<file path="src/tre_pkg.sv">
// Summary of operation
// - trigger rising starts three-word transmission cycle
// - held trigger repeats cycles back to back
// - trigger drop finishes current cycle, then stops
// - each word has four periods
// - high, low, open sent as distinct waveforms
// - scan positions 0 through 17 in order
// - unbonded sent open, data positions low
// - dummy positions keep their own slots
// - any high bonded data input triggers transmission
// - no trigger: oscillator stopped, output silent
// - fixed bit map, 0-3, 6-9 address
// - data inputs pulled low, data plus enable
package tre_pkg;

    // ------------------------------------------------------------
    // word layout
    // ------------------------------------------------------------
    localparam int          NUM_POS         = 18;
    localparam int          WORDS_PER_CYCLE = 3;
    localparam int          NUM_DT          = 6;
    localparam int          DT_BASE         = 12;
    localparam int          LAST_POS        = NUM_POS - 1;
    localparam int          LAST_WORD       = WORDS_PER_CYCLE - 1;
    localparam logic [17:0] ADDR_FIXED_MASK = 18'h003cf;
    localparam logic [17:0] DT_MASK         = 18'h3f000;
    localparam logic [17:0] BONDED_ALL      = 18'h3ffff;

    // ------------------------------------------------------------
    // timing
    // ------------------------------------------------------------
    localparam int OSC_PERIOD_NS = 10000;
    localparam int CLK_PERIOD_NS = 5;
    localparam int OSC_DIV       = OSC_PERIOD_NS / CLK_PERIOD_NS;
    localparam int PILOT_CYC     = 12;
    localparam int SYNC_CYC      = 1;
    localparam int BIT_CYC       = 3;
    localparam int SEP_CYC       = 4;

    // pattern bit k is the output level in oscillator cycle k of a bit
    localparam logic [15:0] HIGH_PAT = 16'h0003;
    localparam logic [15:0] LOW_PAT  = 16'h0001;
    localparam logic [15:0] OPEN_PAT = 16'h0002;

    // ------------------------------------------------------------
    // widths and types
    // ------------------------------------------------------------
    localparam int TICK_W = 12;
    localparam int CNT_W  = 16;
    localparam int POS_W  = 5;
    localparam int WORD_W = 2;
    localparam int PAT_W  = 16;

    typedef enum logic [1:0] {
        SYM_LOW,
        SYM_HIGH,
        SYM_OPEN
    } tre_sym_t;

    typedef enum logic [2:0] {
        PH_IDLE,
        PH_PILOT,
        PH_SYNC,
        PH_BITS,
        PH_SEP
    } tre_phase_t;

endpackage : tre_pkg

</file>
<file path="src/tre_encoder.sv">
`timescale 1ns/1ps
`default_nettype none
module tre_encoder #(
    parameter bit          DATA_TRIGGER = 1'b0,
    parameter logic [17:0] BONDED       = tre_pkg::BONDED_ALL,
    parameter int          OSC_DIV      = tre_pkg::OSC_DIV,
    parameter int          PILOT_CYC    = tre_pkg::PILOT_CYC,
    parameter int          SYNC_CYC     = tre_pkg::SYNC_CYC,
    parameter int          BIT_CYC      = tre_pkg::BIT_CYC,
    parameter int          SEP_CYC      = tre_pkg::SEP_CYC,
    parameter logic [15:0] HIGH_PAT     = tre_pkg::HIGH_PAT,
    parameter logic [15:0] LOW_PAT      = tre_pkg::LOW_PAT,
    parameter logic [15:0] OPEN_PAT     = tre_pkg::OPEN_PAT
) (
    // clock and reset
    input  wire logic        clock,
    input  wire logic        rst,
    // trinary address and address/data pads, one per position
    input  wire logic [17:0] addr_or_data_inputs_level,
    input  wire logic [17:0] addr_or_data_inputs_open,
    // dedicated enable, used when DATA_TRIGGER is 0
    input  wire logic        send_trigger,
    // pulled-low data pads for positions 12 to 17
    input  wire logic [5:0]  data_trigger_inputs,
    // serial output and indicators
    output logic             dout,
    output logic             led_n,
    output logic             osc_run
);

    // ------------------------------------------------------------
    // elaboration checks
    // ------------------------------------------------------------
    localparam logic [15:0] PAT_MASK  = 16'((32'h1 << BIT_CYC) - 32'h1);
    localparam logic [5:0]  DT_BONDED = BONDED[tre_pkg::DT_BASE +: tre_pkg::NUM_DT];

    initial begin
        if (OSC_DIV < 1 || OSC_DIV > (1 << tre_pkg::TICK_W)) begin
            $error("tre_encoder: OSC_DIV out of range");
        end
        if (PILOT_CYC < 1 || PILOT_CYC > (1 << tre_pkg::CNT_W)) begin
            $error("tre_encoder: PILOT_CYC out of range");
        end
        if (SYNC_CYC < 1 || SYNC_CYC > (1 << tre_pkg::CNT_W)) begin
            $error("tre_encoder: SYNC_CYC out of range");
        end
        if (SEP_CYC < 1 || SEP_CYC > (1 << tre_pkg::CNT_W)) begin
            $error("tre_encoder: SEP_CYC out of range");
        end
        if (BIT_CYC < 1 || BIT_CYC > tre_pkg::PAT_W) begin
            $error("tre_encoder: BIT_CYC out of range");
        end
        // each symbol needs its own waveform within one bit
        if (((HIGH_PAT ^ LOW_PAT) & PAT_MASK) == 16'h0000) begin
            $error("tre_encoder: high and low patterns alike");
        end
        if (((HIGH_PAT ^ OPEN_PAT) & PAT_MASK) == 16'h0000) begin
            $error("tre_encoder: high and open patterns alike");
        end
        if (((LOW_PAT ^ OPEN_PAT) & PAT_MASK) == 16'h0000) begin
            $error("tre_encoder: low and open patterns alike");
        end
        // fixed address slots exist on every variant
        if ((BONDED & tre_pkg::ADDR_FIXED_MASK) != tre_pkg::ADDR_FIXED_MASK) begin
            $error("tre_encoder: fixed address positions unbonded");
        end
        // a data variant without a bonded data pad could never send
        if (DATA_TRIGGER && (DT_BONDED == 6'h00)) begin
            $error("tre_encoder: no bonded data trigger pad");
        end
    end

    // ------------------------------------------------------------
    // constants at register widths
    // ------------------------------------------------------------
    localparam logic [tre_pkg::TICK_W-1:0] TICK_LAST  =
        tre_pkg::TICK_W'(OSC_DIV - 1);
    localparam logic [tre_pkg::CNT_W-1:0]  PILOT_LAST =
        tre_pkg::CNT_W'(PILOT_CYC - 1);
    localparam logic [tre_pkg::CNT_W-1:0]  SYNC_LAST  =
        tre_pkg::CNT_W'(SYNC_CYC - 1);
    localparam logic [tre_pkg::CNT_W-1:0]  BIT_LAST   =
        tre_pkg::CNT_W'(BIT_CYC - 1);
    localparam logic [tre_pkg::CNT_W-1:0]  SEP_LAST   =
        tre_pkg::CNT_W'(SEP_CYC - 1);
    localparam logic [tre_pkg::POS_W-1:0]  POS_LAST   =
        tre_pkg::POS_W'(tre_pkg::LAST_POS);
    localparam logic [tre_pkg::WORD_W-1:0] WORD_LAST  =
        tre_pkg::WORD_W'(tre_pkg::LAST_WORD);

    // ------------------------------------------------------------
    // state
    // ------------------------------------------------------------
    typedef struct packed {
        logic [17:0]                 lvl_s1;
        logic [17:0]                 lvl_s2;
        logic [17:0]                 opn_s1;
        logic [17:0]                 opn_s2;
        logic [5:0]                  dt_s1;
        logic [5:0]                  dt_s2;
        logic                        te_s1;
        logic                        te_s2;
        tre_pkg::tre_phase_t         phase;
        logic [tre_pkg::WORD_W-1:0]  word;
        logic [tre_pkg::POS_W-1:0]   pos;
        logic [tre_pkg::CNT_W-1:0]   cyc;
        logic [tre_pkg::TICK_W-1:0]  tick;
        tre_pkg::tre_sym_t [17:0]    snap;
        logic                        osc_run;
        logic                        dout;
        logic                        led_n;
    } tre_enc_state_t;

    tre_enc_state_t r;
    tre_enc_state_t next_r;

    // ------------------------------------------------------------
    // per-position symbol resolution
    // ------------------------------------------------------------
    tre_pkg::tre_sym_t [17:0] cur_sym;

    genvar gi;
    generate
        for (gi = 0; gi < tre_pkg::NUM_POS; gi++) begin : g_pos
            if (!BONDED[gi] && DATA_TRIGGER && tre_pkg::DT_MASK[gi]) begin : g_dummy_low
                assign cur_sym[gi] = tre_pkg::SYM_LOW;
            end else if (!BONDED[gi]) begin : g_dummy_open
                assign cur_sym[gi] = tre_pkg::SYM_OPEN;
            end else if (DATA_TRIGGER && tre_pkg::DT_MASK[gi]) begin : g_data
                // pull-down pad: never open, floating reads low
                assign cur_sym[gi] = r.dt_s2[gi - tre_pkg::DT_BASE] ?
                                     tre_pkg::SYM_HIGH : tre_pkg::SYM_LOW;
            end else begin : g_trinary
                assign cur_sym[gi] = r.opn_s2[gi] ? tre_pkg::SYM_OPEN :
                                     (r.lvl_s2[gi] ? tre_pkg::SYM_HIGH :
                                      tre_pkg::SYM_LOW);
            end
        end
    endgenerate

    // ------------------------------------------------------------
    // trigger and oscillator tick
    // ------------------------------------------------------------
    logic trig;
    logic osc_edge;
    logic bit_level;
    logic [1:0] bit_sym;

    assign trig = DATA_TRIGGER ? |(r.dt_s2 & DT_BONDED) : r.te_s2;
    assign osc_edge = r.osc_run && (r.tick == TICK_LAST);
    // pos is 0 after reset and parks at 17 after the last bit of each word; the guard keeps the index legal
    assign bit_sym = (r.pos <= POS_LAST) ? r.snap[r.pos] : tre_pkg::SYM_LOW;

    tre_bit_shaper #(
        .BIT_CYC  (BIT_CYC),
        .HIGH_PAT (HIGH_PAT),
        .LOW_PAT  (LOW_PAT),
        .OPEN_PAT (OPEN_PAT)
    ) u_shaper (
        .sym   (bit_sym),
        .phase (r.cyc),
        .level (bit_level)
    );

    // ------------------------------------------------------------
    // next state
    // ------------------------------------------------------------
    always_comb begin
        next_r = r;

        // pads come from outside the clock domain
        next_r.lvl_s1 = addr_or_data_inputs_level;
        next_r.lvl_s2 = r.lvl_s1;
        next_r.opn_s1 = addr_or_data_inputs_open;
        next_r.opn_s2 = r.opn_s1;
        next_r.dt_s1  = data_trigger_inputs;
        next_r.dt_s2  = r.dt_s1;
        next_r.te_s1  = send_trigger;
        next_r.te_s2  = r.te_s1;

        // oscillator model: ticks only while running
        if (r.osc_run) begin
            next_r.tick = osc_edge ? '0 : r.tick + 1'b1;
        end else begin
            next_r.tick = '0;
        end

        unique case (r.phase)
            tre_pkg::PH_IDLE: begin
                if (trig) begin
                    next_r.phase   = tre_pkg::PH_PILOT;
                    next_r.word    = '0;
                    next_r.cyc     = '0;
                    // pads frozen per word so no slot changes mid-bit
                    next_r.snap    = cur_sym;
                    next_r.osc_run = 1'b1;
                end else begin
                    next_r.osc_run = 1'b0;
                end
            end
            tre_pkg::PH_PILOT: begin
                if (osc_edge) begin
                    if (r.cyc == PILOT_LAST) begin
                        next_r.phase = tre_pkg::PH_SYNC;
                        next_r.cyc   = '0;
                    end else begin
                        next_r.cyc = r.cyc + 1'b1;
                    end
                end
            end
            tre_pkg::PH_SYNC: begin
                if (osc_edge) begin
                    if (r.cyc == SYNC_LAST) begin
                        next_r.phase = tre_pkg::PH_BITS;
                        next_r.cyc   = '0;
                        next_r.pos   = '0;
                    end else begin
                        next_r.cyc = r.cyc + 1'b1;
                    end
                end
            end
            tre_pkg::PH_BITS: begin
                if (osc_edge) begin
                    if (r.cyc == BIT_LAST) begin
                        next_r.cyc = '0;
                        // dummies still consume a slot each
                        if (r.pos == POS_LAST) begin
                            next_r.phase = tre_pkg::PH_SEP;
                        end else begin
                            next_r.pos = r.pos + 1'b1;
                        end
                    end else begin
                        next_r.cyc = r.cyc + 1'b1;
                    end
                end
            end
            tre_pkg::PH_SEP: begin
                if (osc_edge) begin
                    if (r.cyc != SEP_LAST) begin
                        next_r.cyc = r.cyc + 1'b1;
                    end else if (r.word != WORD_LAST) begin
                        // trigger is not looked at mid-cycle
                        next_r.word  = r.word + 1'b1;
                        next_r.phase = tre_pkg::PH_PILOT;
                        next_r.cyc   = '0;
                        next_r.snap  = cur_sym;
                    end else if (trig) begin
                        next_r.word  = '0;
                        next_r.phase = tre_pkg::PH_PILOT;
                        next_r.cyc   = '0;
                        next_r.snap  = cur_sym;
                    end else begin
                        next_r.phase   = tre_pkg::PH_IDLE;
                        next_r.cyc     = '0;
                        next_r.osc_run = 1'b0;
                    end
                end
            end
            default: begin
                next_r.phase   = tre_pkg::PH_IDLE;
                next_r.osc_run = 1'b0;
            end
        endcase

        // output follows the period one clock late, far below an osc cycle
        next_r.dout  = (r.phase == tre_pkg::PH_SYNC) ||
                       ((r.phase == tre_pkg::PH_BITS) && bit_level);
        // indicator sinks current, so it is lit low for the whole cycle
        next_r.led_n = !(r.phase != tre_pkg::PH_IDLE);
    end

    // ------------------------------------------------------------
    // registers
    // ------------------------------------------------------------
    always_ff @(posedge clock) begin
        if (rst) begin
            r         <= '0;
            r.phase   <= tre_pkg::PH_IDLE;
            r.led_n   <= 1'b1;
            r.osc_run <= 1'b0;
        end else begin
            r <= next_r;
        end
    end

    // ------------------------------------------------------------
    // outputs
    // ------------------------------------------------------------
    assign dout    = r.dout;
    assign led_n   = r.led_n;
    assign osc_run = r.osc_run;

endmodule : tre_encoder
`default_nettype wire

</file>
<file path="src/tre_bit_shaper.sv">
`timescale 1ns/1ps
`default_nettype none
module tre_bit_shaper #(
    parameter int          BIT_CYC  = tre_pkg::BIT_CYC,
    parameter logic [15:0] HIGH_PAT = tre_pkg::HIGH_PAT,
    parameter logic [15:0] LOW_PAT  = tre_pkg::LOW_PAT,
    parameter logic [15:0] OPEN_PAT = tre_pkg::OPEN_PAT
) (
    // symbol and position within the bit
    input  wire logic [1:0]                sym,
    input  wire logic [tre_pkg::CNT_W-1:0] phase,
    // waveform level
    output logic                           level
);

    initial begin
        if (BIT_CYC < 1 || BIT_CYC > tre_pkg::PAT_W) begin
            $error("tre_bit_shaper: BIT_CYC out of range");
        end
    end

    logic [15:0] pat;
    logic [3:0]  idx;

    always_comb begin
        idx = phase[3:0];
        unique case (tre_pkg::tre_sym_t'(sym))
            tre_pkg::SYM_HIGH: pat = HIGH_PAT;
            tre_pkg::SYM_OPEN: pat = OPEN_PAT;
            default:           pat = LOW_PAT;
        endcase
        level = pat[idx];
    end

endmodule : tre_bit_shaper
`default_nettype wire

</file>
<file path="config.mk">
export PLATFORM = sky130hd
export DESIGN_NAME = tre_encoder
export DESIGN_NICKNAME = d
export VERILOG_FILES = /design/src/tre_pkg.sv /design/src/tre_encoder.sv /design/src/tre_bit_shaper.sv
export SDC_FILE = /design/constraint.sdc
export NUM_CORES = 1
export LEC_CHECK = 0
export ABC_AREA = 1
export BUFFER_PORTS_ARGS = -buffer_cell sky130_fd_sc_hd__clkbuf_2
export CAP_MARGIN = 5
export CELL_PAD_IN_SITES_DETAIL_PLACEMENT = 0
export CELL_PAD_IN_SITES_GLOBAL_PLACEMENT = 1
export CORE_MARGIN = 1.5
export CORE_UTILIZATION = 43
export CTS_CLUSTER_SIZE = 16
export DETAILED_ROUTE_END_ITERATION = 8
export GPL_ROUTABILITY_DRIVEN = 0
export GPL_TIMING_DRIVEN = 1
export PLACE_DENSITY_LB_ADDON = 0.1
export SYNTH_ARGS = -nofsm -noshare
export SYNTH_HDL_FRONTEND = slang
export SYNTH_HIERARCHICAL = 1
export SYNTH_SLANG_ARGS = --single-unit
</file>
<file path="constraint.sdc">
create_clock -name clock -period 2.21 [get_ports clock]
set_input_delay 0.1105 -clock clock [delete_from_list [all_inputs] [get_ports clock]]
set_output_delay 0.1105 -clock clock [all_outputs]
set_load 0.05 [all_outputs]
</file>
==> metrics.md, run 1 <==
| Metric | Value |
|---|---|
| Worst hold path type | `in2reg` |
| R2R Setup Slk | `0.26 ns` |
| Setup TNS | `0 ns` |
| Die width | `137 µm` |
| Clock Sink Count | `roughly 150` |
| Top-area cell type share of the netlist area | `39.3%` |
| Cell count after placement | `approximately 1,400` |
| Starting DRT DRC Count | `394` |
| Hold Crit Start | `rst` |
| Post-route ant nets | `0` |
| Layout cells sized above 1 | `10.8%` |
| Worst Hold End | `led_n` |
| Commonest non-fill, non-tap cell in the layout | `nand2_1` |
| CP Data Required Time | `about 2.6 ns` |
| Site Rows | `48` |
| Mapped Cells | `1,188` |
| Global-route wire length before repair | `31.1 mm` |
| Cell Area, Synth | `7690 µm²` |
| Setup violators final | `0` |
| Worst slack at placement | `around 0.15 ns` |
| CP max-delay cell | `dfxtp_2` |
| Fin. Hold Viols | `0` |
| Critical path arrival | `2.31 ns` |
| RSZ-0062 raised after global routing | `no` |
| Hold_ws | `around 0.14 ns` |
| Vias in the first global route | `6,350` |
| Part of the power in combinational logic | `32.1%` |
| Port Buf Inserts | `41` |
| Diode count | `0` |
| # H-tree levels | `4` |
| Drt first pass iters | `5` |
| Worst vdd ir | `around 0.77 mV` |
| Largest net degree at the start of global routing | `130` |
| Largest cells by area after synthesis | `dfxtp_1, nand2_1, inv_1, nor2_1, a21oi_1` |
| Internal power | `5460 µW` |
| Hold depth | `4` |
| CP Cell Sequence | `clkinvlp_4 -> a21oi_1 -> o21ai_0 -> nand3_1 -> nand3_1 -> nand3_1 -> nand2_1 -> a21oi_1 -> inv_1 -> ha_1 -> nand2_1 -> nand2_1 -> nor2_1 -> nor2_1 -> nor3_1` |
| Clock power share | `34.1%` |
| Leakage | `~0.0039 µW` |
| CP max stage delay | `0.41 ns` |
| Synthesis-to-finish area growth | `18.7%` |
| Syn_nets | `approximately 1,200` |
| WL/cell | `12.4 µm` |
| Reg2reg end | `dout` |
| Ys Warns | `6` |
| DRC violations left | `0` |
| Cells on worst reg2reg path | `15` |
| Post-synth EDFFs | `0` |
| Sw frac | `between 30 and 40%` |
| Nets | `1,309` |
| Gr usage total | `21.3%` |
| Crit start category | `register` |
| PD cells | `974 nW/µm²` |
| Final instance area | `9130 µm²` |
| Sequential fraction of the synthesis area | `39.3%` |
| Synth unique cells | `40` |
| Crit Path Category | `reg2reg` |
| Reg-to-Reg Start | `r[67]` |
| CTS Buf Count | `17` |
| CP max FO | `5` |
| Worst-path clk slew | `~0.070 ns` |
| Flop pwr share | `33.8%` |
| Total routed wirelength | `around 18 mm` |
| Net switching power | `3440 µW` |
| Starting Density | `44.2%` |
| Die Area | `about 19,000 µm²` |
| Post-DP HPWL | `12.1 mm` |
| Finished Layout Cells | `1,495` |
| Vias | `7,028` |
| Bufs on Longest Clock Path | `2` |
| Period utilization | `between 80% and 90%` |
| Setup Skew | `just over 0.007 ns` |
| #FFs+latches synth | `151` |
| Asr flop ratio synth | `0%` |
| TritonCTS clock tree | `done` |
| Tmin final | `around 2.0 ns` |
| Least-Margin Pin Slew | `0.695 ns` |
| Total gr overflow | `0` |
| Post-route worst setup slack | `0.260 ns` |
| Top delay family on crit path | `simple AND/OR/NAND/NOR gates` |
| Slew HR | `53.7%` |
| Die Y | `137 µm` |
| Yosys top cell by area | `dfxtp_1` |
| Max Cap Viol | `0` |
| IO Pins | `48` |
| Initial antenna violation count | `0` |
| Fmax | `513 MHz` |
| Run status | `complete, no violations` |
| Syn avg cell area | `6.48 µm²` |
| Clock latency on the worst-skew pair | `0.44 ns` |
| Placed inst area | `just over 8000 µm²` |
| CP Capture Type | `register` |
| Most frequent cells in the layout | `nand2_1, inv_1, nor2_1, dfxtp_1, a21oi_1` |
| CP bufs+invs | `2` |
| Top FF cell, synth | `dfxtp_1` |
| Avg Vias per Cell | `4.70` |
| Root Buffer | `clkbuf_16` |
| Core area | `approximately 17,000 µm²` |
| Final Max Tran Viols | `0` |
-- power groups by stage --
stage	clock, µW	sequential, µW	combinational [µW]
after floorplan	0	3070	2150
after global placement	0	3070	2840
after detailed placement	0	3070	2830
after CTS	3100	3010	2900
after global routing	3210	3030	3190
final	3030	3010	2860
-- final cells by class --
cell class                      count  area (µm²)
Fill cell                        1783        8280
Timing Repair inverter              1        5.00
Clock buffer                       18         429
Timing Repair Buffer              104         823
Clock inverter                     14         179
Inverter                          177         674
Sequential cell                   151        3030
Tap cell                          225         282
Multi-Input combinational cell    805        3710
-- cells by family (layout without fill, tap and decap cells) --
| family | count (synthesis) | count (layout) | share of synthesized area (%) |
|---|---|---|---|
| AOI/OAI and AO/OA | 215 | 215 | 14.9 |
| xor gates and xnor gates | 15 | 15 | 1.71 |
| adders and majority gates | 7 | 7 | 1.14 |
| buffers and inverters | 232 | 314 | 12.4 |
| DFF | 151 | 151 | 39.3 |
| and+or+nand+nor | 568 | 568 | 30.5 |
-- timing repair --
item / in CTS / in global routing
gates resized for setup: 0 / 4
endpoints found under the hold margin: 37 / 0
setup endpoints to repair: 0 / 1
hold buffers: 37 / 0
setup buffers: 0 / 2
-- per-layer routing --
layer / share of wire (%) / wire [µm] / track usage, % / vias to the layer above
li1: - / - / - / 3832
met1: 48 / 8940 / 26.9 / 3090
met2: 48 / 8880 / 36.8 / 92
met3: 2.5 / 467 / 4.26 / 14
met4: 1.0 / 189 / 5.67 / 0
met5: 0 / 0 / 0 / -
-- cells in the mapped netlist (3+ instances only) --
library cell  count
nand3_2           3
xnor2_1           6
nor2_2            5
inv_1           167
o21ai_0          81
nand2_2           3
nand3_1          34
nor2_1          153
nand2_1         328
dfxtp_1         151
nand4_1           7
o21ai_1           9
clkinv_1          4
xor2_1            9
a21oi_1         101
nor3_1           23
ha_1              7
buf_4             4
clkbuf_1         27
buf_6             4
inv_2             5
a21oi_2           6
nor2_4            4
buf_1             3
o211ai_1         10
buf_2            16
-- worst register-to-register path, cell delays in order, from the launching register on --
cell and delay, ns:
dfxtp_2 0.41, clkinvlp_4 0.14, a21oi_1 0.14, o21ai_0 0.11, nand3_1 0.08, nand3_1 0.07, nand3_1 0.08, nand2_1 0.05
a21oi_1 0.11, inv_1 0.05, ha_1 0.28, nand2_1 0.06, nand2_1 0.05, nor2_1 0.09, nor2_1 0.05, nor3_1 0.10
-- worst max-delay path by stage --
| stage | from | to | slack (ns) | cells after the start |
|---|---|---|---|---|
| finish | r[67] | dout | 0.26 | 15 |
| global route | r[67] | dout | 0.04 | 15 |
| CTS | r[67] | dout | 0.12 | 15 |
| detailed placement | r[67] | dout | 0.15 | 15 |
| global placement | r[67] | dout | 0.18 | 15 |
| floorplan | r[67] | dout | 0.24 | 15 |
-- metrics by stage --
stage                     power [µW]  utilization (%)
after floorplan                 5220                -
after global placement          5920             46.6
after detailed placement        5910             46.6
after CTS                       9010             52.3
after global routing            9430             52.4
final                           8900             52.4
-- flip-flops by register name (all words and copies together) (netlist names) --
name and flops:
r 110, dout 1, led_n 1, next_r 37
trig 1, osc_run 1
Note: power is estimated with default switching activity, not from simulation.
==> inputs of run 2 (changes only) <==
- ABC_AREA: 1 -> 0
- CORE_UTILIZATION: 43 -> 46
==> run 2 against run 1 <==
Critical path type unchanged. Die area shrank 28%. Via count down 35%. Sequential power fell by 6%. The run now ends with setup timing left. Area after synthesis is 23% lower. Highest routed layer unchanged.
==> metrics.md, run 2 <==
| Metric | Value |
|---|---|
| Largest cells by area after synthesis | `dfxtp_1, nor2b_1, nand2_1, a21oi_1, mux4_2` |
| RSZ-0062 raised after global routing | `yes` |
| #FFs+latches synth | `151 (unchanged)` |
| Cell count after placement | `838 (-41%)` |
| Largest register by flop count | `r` |
| Post-route ant nets | `0 (unchanged)` |
| Layout cells sized above 1 | `24.8% (+14 points)` |
| Critical path arrival | `2.84 ns (+0.53 ns)` |
| Die width | `116 µm (-15%)` |
| M1 WL | `5.65 mm (-37%)` |
| Fmax | `400 MHz (-22%)` |
| Reg2reg end | `dout` |
| Avg Vias per Cell | `5.02 (+6.7%)` |
| Crit path top cell by count | `mux4_2` |
| Final Max Tran Viols | `0 (unchanged)` |
| Setup violators final | `1 (+1)` |
| PD cells | `760 nW/µm² (-22%)` |
| Placed inst area | `6590 µm² (-19%)` |
| Mapped Cells | `611 (-49%)` |
| Site Rows | `41 (-15%)` |
| Overall power | `5910 µW (-34%)` |
| # H-tree levels | `4 (unchanged)` |
| Hold depth | `2 (-2)` |
| CP Data Required Time | `2.56 ns (about the same)` |
| Bufs on Longest Clock Path | `2 (unchanged)` |
| IO Pins | `48 (unchanged)` |
| Met2 WL post-DR | `6.13 mm (-31%)` |
| Top FF cell, synth | `dfxtp_1` |
| Levels on crit path | `11 (-4)` |
| Failing checks | `setup timing` |
| Core area | `12,600 µm² (-28%)` |
| WL/cell | `13.6 µm (+9.8%)` |
| Yosys top cell by area | `dfxtp_1` |
| CTS Buf Count | `17 (unchanged)` |
| Worst Hold End | `r[132]` |
| Vias | `4,599 (-35%)` |
| Worst-path clk slew | `0.06 ns (about the same)` |
| CP max-delay cell | `mux4_2` |
| Hold Crit Start | `rst` |
| Vias in the first global route | `4,308 (-32%)` |
| CP max stage delay | `0.50 ns (+0.09 ns)` |
| Run status | `finished, violations left` |
| CP max FO | `5 (unchanged)` |
| Least-Margin Pin Slew | `0.712 ns (+0.0174 ns)` |
| Final instance area | `7780 µm² (-15%)` |
| Gr usage total | `19.2% (-2.0 points)` |
| Die Y | `116 µm (-15%)` |
| Global-route wire length before repair | `20.1 mm (-35%)` |
| Syn avg cell area | `9.65 µm² (+49%)` |
| CP Cell Sequence | `buf_12 -> mux4_2 -> mux4_2 -> inv_2 -> o22ai_1 -> inv_1 -> ha_1 -> mux2_4 -> nor4_4 -> o21ai_1 -> nor2_1` |
| Post-route worst setup slack | `-0.288 ns (-0.548 ns)` |
| Routed wl met3 | `426 µm (-8.8%)` |
| Clock latency on the worst-skew pair | `0.41 ns (-0.03 ns)` |
| Worst hold path type | `in2reg` |
| CP bufs+invs | `3 (+1)` |
| Worst vdd ir | `0.508 mV (-34%)` |
| Fin. Hold Viols | `0 (unchanged)` |
| Root Buffer | `clkbuf_16` |
| Die Area | `13,500 µm² (-28%)` |
| Post-synth EDFFs | `0 (unchanged)` |
| Largest net degree at the start of global routing | `56 (-57%)` |
| Asr flop ratio synth | `0% (unchanged)` |
| Clock Sink Count | `151 (unchanged)` |
| Diode count | `0 (unchanged)` |
| Crit start category | `register` |
| Initial antenna violation count | `0 (unchanged)` |
| Total routed wirelength | `12.5 mm (-33%)` |
| Ys Warns | `6 (unchanged)` |
| Starting Density | `46.9% (+2.8 points)` |
| Finished Layout Cells | `917 (-39%)` |
| CP Capture Type | `register` |
| Drt first pass iters | `4 (-1)` |
| Reg-to-Reg Start | `r[67]` |
| Slew HR | `52.2% (-1.5 points)` |
| Port Buf Inserts | `41 (unchanged)` |
| Period utilization | `113% (+25 points)` |
| Worst slack at placement | `-0.357 ns (-0.509 ns)` |
| Top delay family on crit path | `multiplexers` |
| Syn_nets | `663 (-47%)` |
| Max Cap Viol | `0 (unchanged)` |
| Most frequent cells in the layout | `dfxtp_1, nor2b_1, nand2_1, buf_4, a21oi_1` |
| Starting DRT DRC Count | `301 (-24%)` |
| Top-area cell type share of the netlist area | `51.3% (+12 points)` |
| Post-DP HPWL | `7.86 mm (-35%)` |
| Crit Path Category | `reg2reg` |
| Cells on worst reg2reg path | `11 (-4)` |
| Post-synth top cells | `dfxtp_1, nor2b_1, nand2_1` |
| Nets | `785 (-40%)` |
| Max Used Layer | `met4` |
| Sequential fraction of the synthesis area | `51.3% (+12 points)` |
| TritonCTS clock tree | `done` |
| Cell Area, Synth | `5900 µm² (-23%)` |
| DRC violations left | `0 (unchanged)` |
| Tmin final | `2.50 ns (+0.548 ns)` |
| R2R Setup Slk | `-0.29 ns (-0.55 ns)` |
| Largest register FFs | `110 (unchanged)` |
| Leakage | `0.00293 µW (-24%)` |
| Commonest non-fill, non-tap cell in the layout | `dfxtp_1` |
| Synth unique cells | `54 (+35%)` |
| Count leader, synth | `dfxtp_1` |
| Setup Skew | `0.00999 ns (+0.00292 ns)` |
| Synthesis-to-finish area growth | `31.9%` |
| Total gr overflow | `0 (unchanged)` |
[run 2: where the power goes]
group / internal [µW] / switching, µW / leakage [µW]
combinational: 193 / 190 / 0.00143
sequential: 2800 / 27.6 / 0.00124
clock: 1610 / 1100 / 0.000266
total: 4600 / 1320 / 0.00293
[run 2: what timing repair did]
| action | 4_1_cts | 5_1_grt |
|---|---|---|
| setup buffers | 3 | 5 |
| gates cloned | 0 | 3 |
| hold buffers | 37 | 0 |
| setup endpoints to repair | 36 | 60 |
| pin swaps | 1 | 8 |
| resized for setup | 10 | 24 |
| endpoints found under the hold margin | 37 | 0 |
[run 2: final cells by class]
cell class / instances / area, µm²
Tap cell: 172 / 215
Fill cell: 1056 / 4790
Timing Repair Buffer: 142 / 1160
Inverter: 12 / 45.0
Clock buffer: 21 / 460
Multi-Input combinational cell: 409 / 2770
Clock inverter: 10 / 95.1
Sequential cell: 151 / 3040
[run 2: per-stage QoR]
step | TNS (ns) | utilization (%) | hold WS, ns
finish | -0.288 | 61.9 | 0.128
global route | -0.473 | 61.9 | 0.137
CTS | -0.280 | 60.5 | 0.102
detailed placement | -0.921 | 52.4 | 0.322
global placement | -0.639 | 52.4 | 0.319
floorplan | -0.608 | - | 0.239
[run 2: worst max path at each step]
stage          slack, ns  endpoint  start
2_1_floorplan      -0.32      dout  r[67]
3_3_place_gp       -0.28      dout  r[67]
3_5_place_dp       -0.36      dout  r[67]
4_1_cts            -0.28      dout  r[67]
5_1_grt            -0.37      dout  r[67]
6_report           -0.29      dout  r[67]
[run 2: cell families after synthesis]
group                      share of synthesized area [%]
AOI/OAI and AO/OA                                   12.0
xor gates and xnor gates                            1.19
adders and majority gates                           1.49
buffers and inverters                               3.71
DFF                                                 51.3
muxes                                               4.58
and+or+nand+nor                                     25.8
[run 2: routing by layer]
layer | vias to the layer above | global-route usage, %
li1 | 2360 | -
met5 | - | 0
met4 | 0 | 8.70
met2 | 96 | 32.5
met1 | 2122 | 23.5
met3 | 21 | 4.36
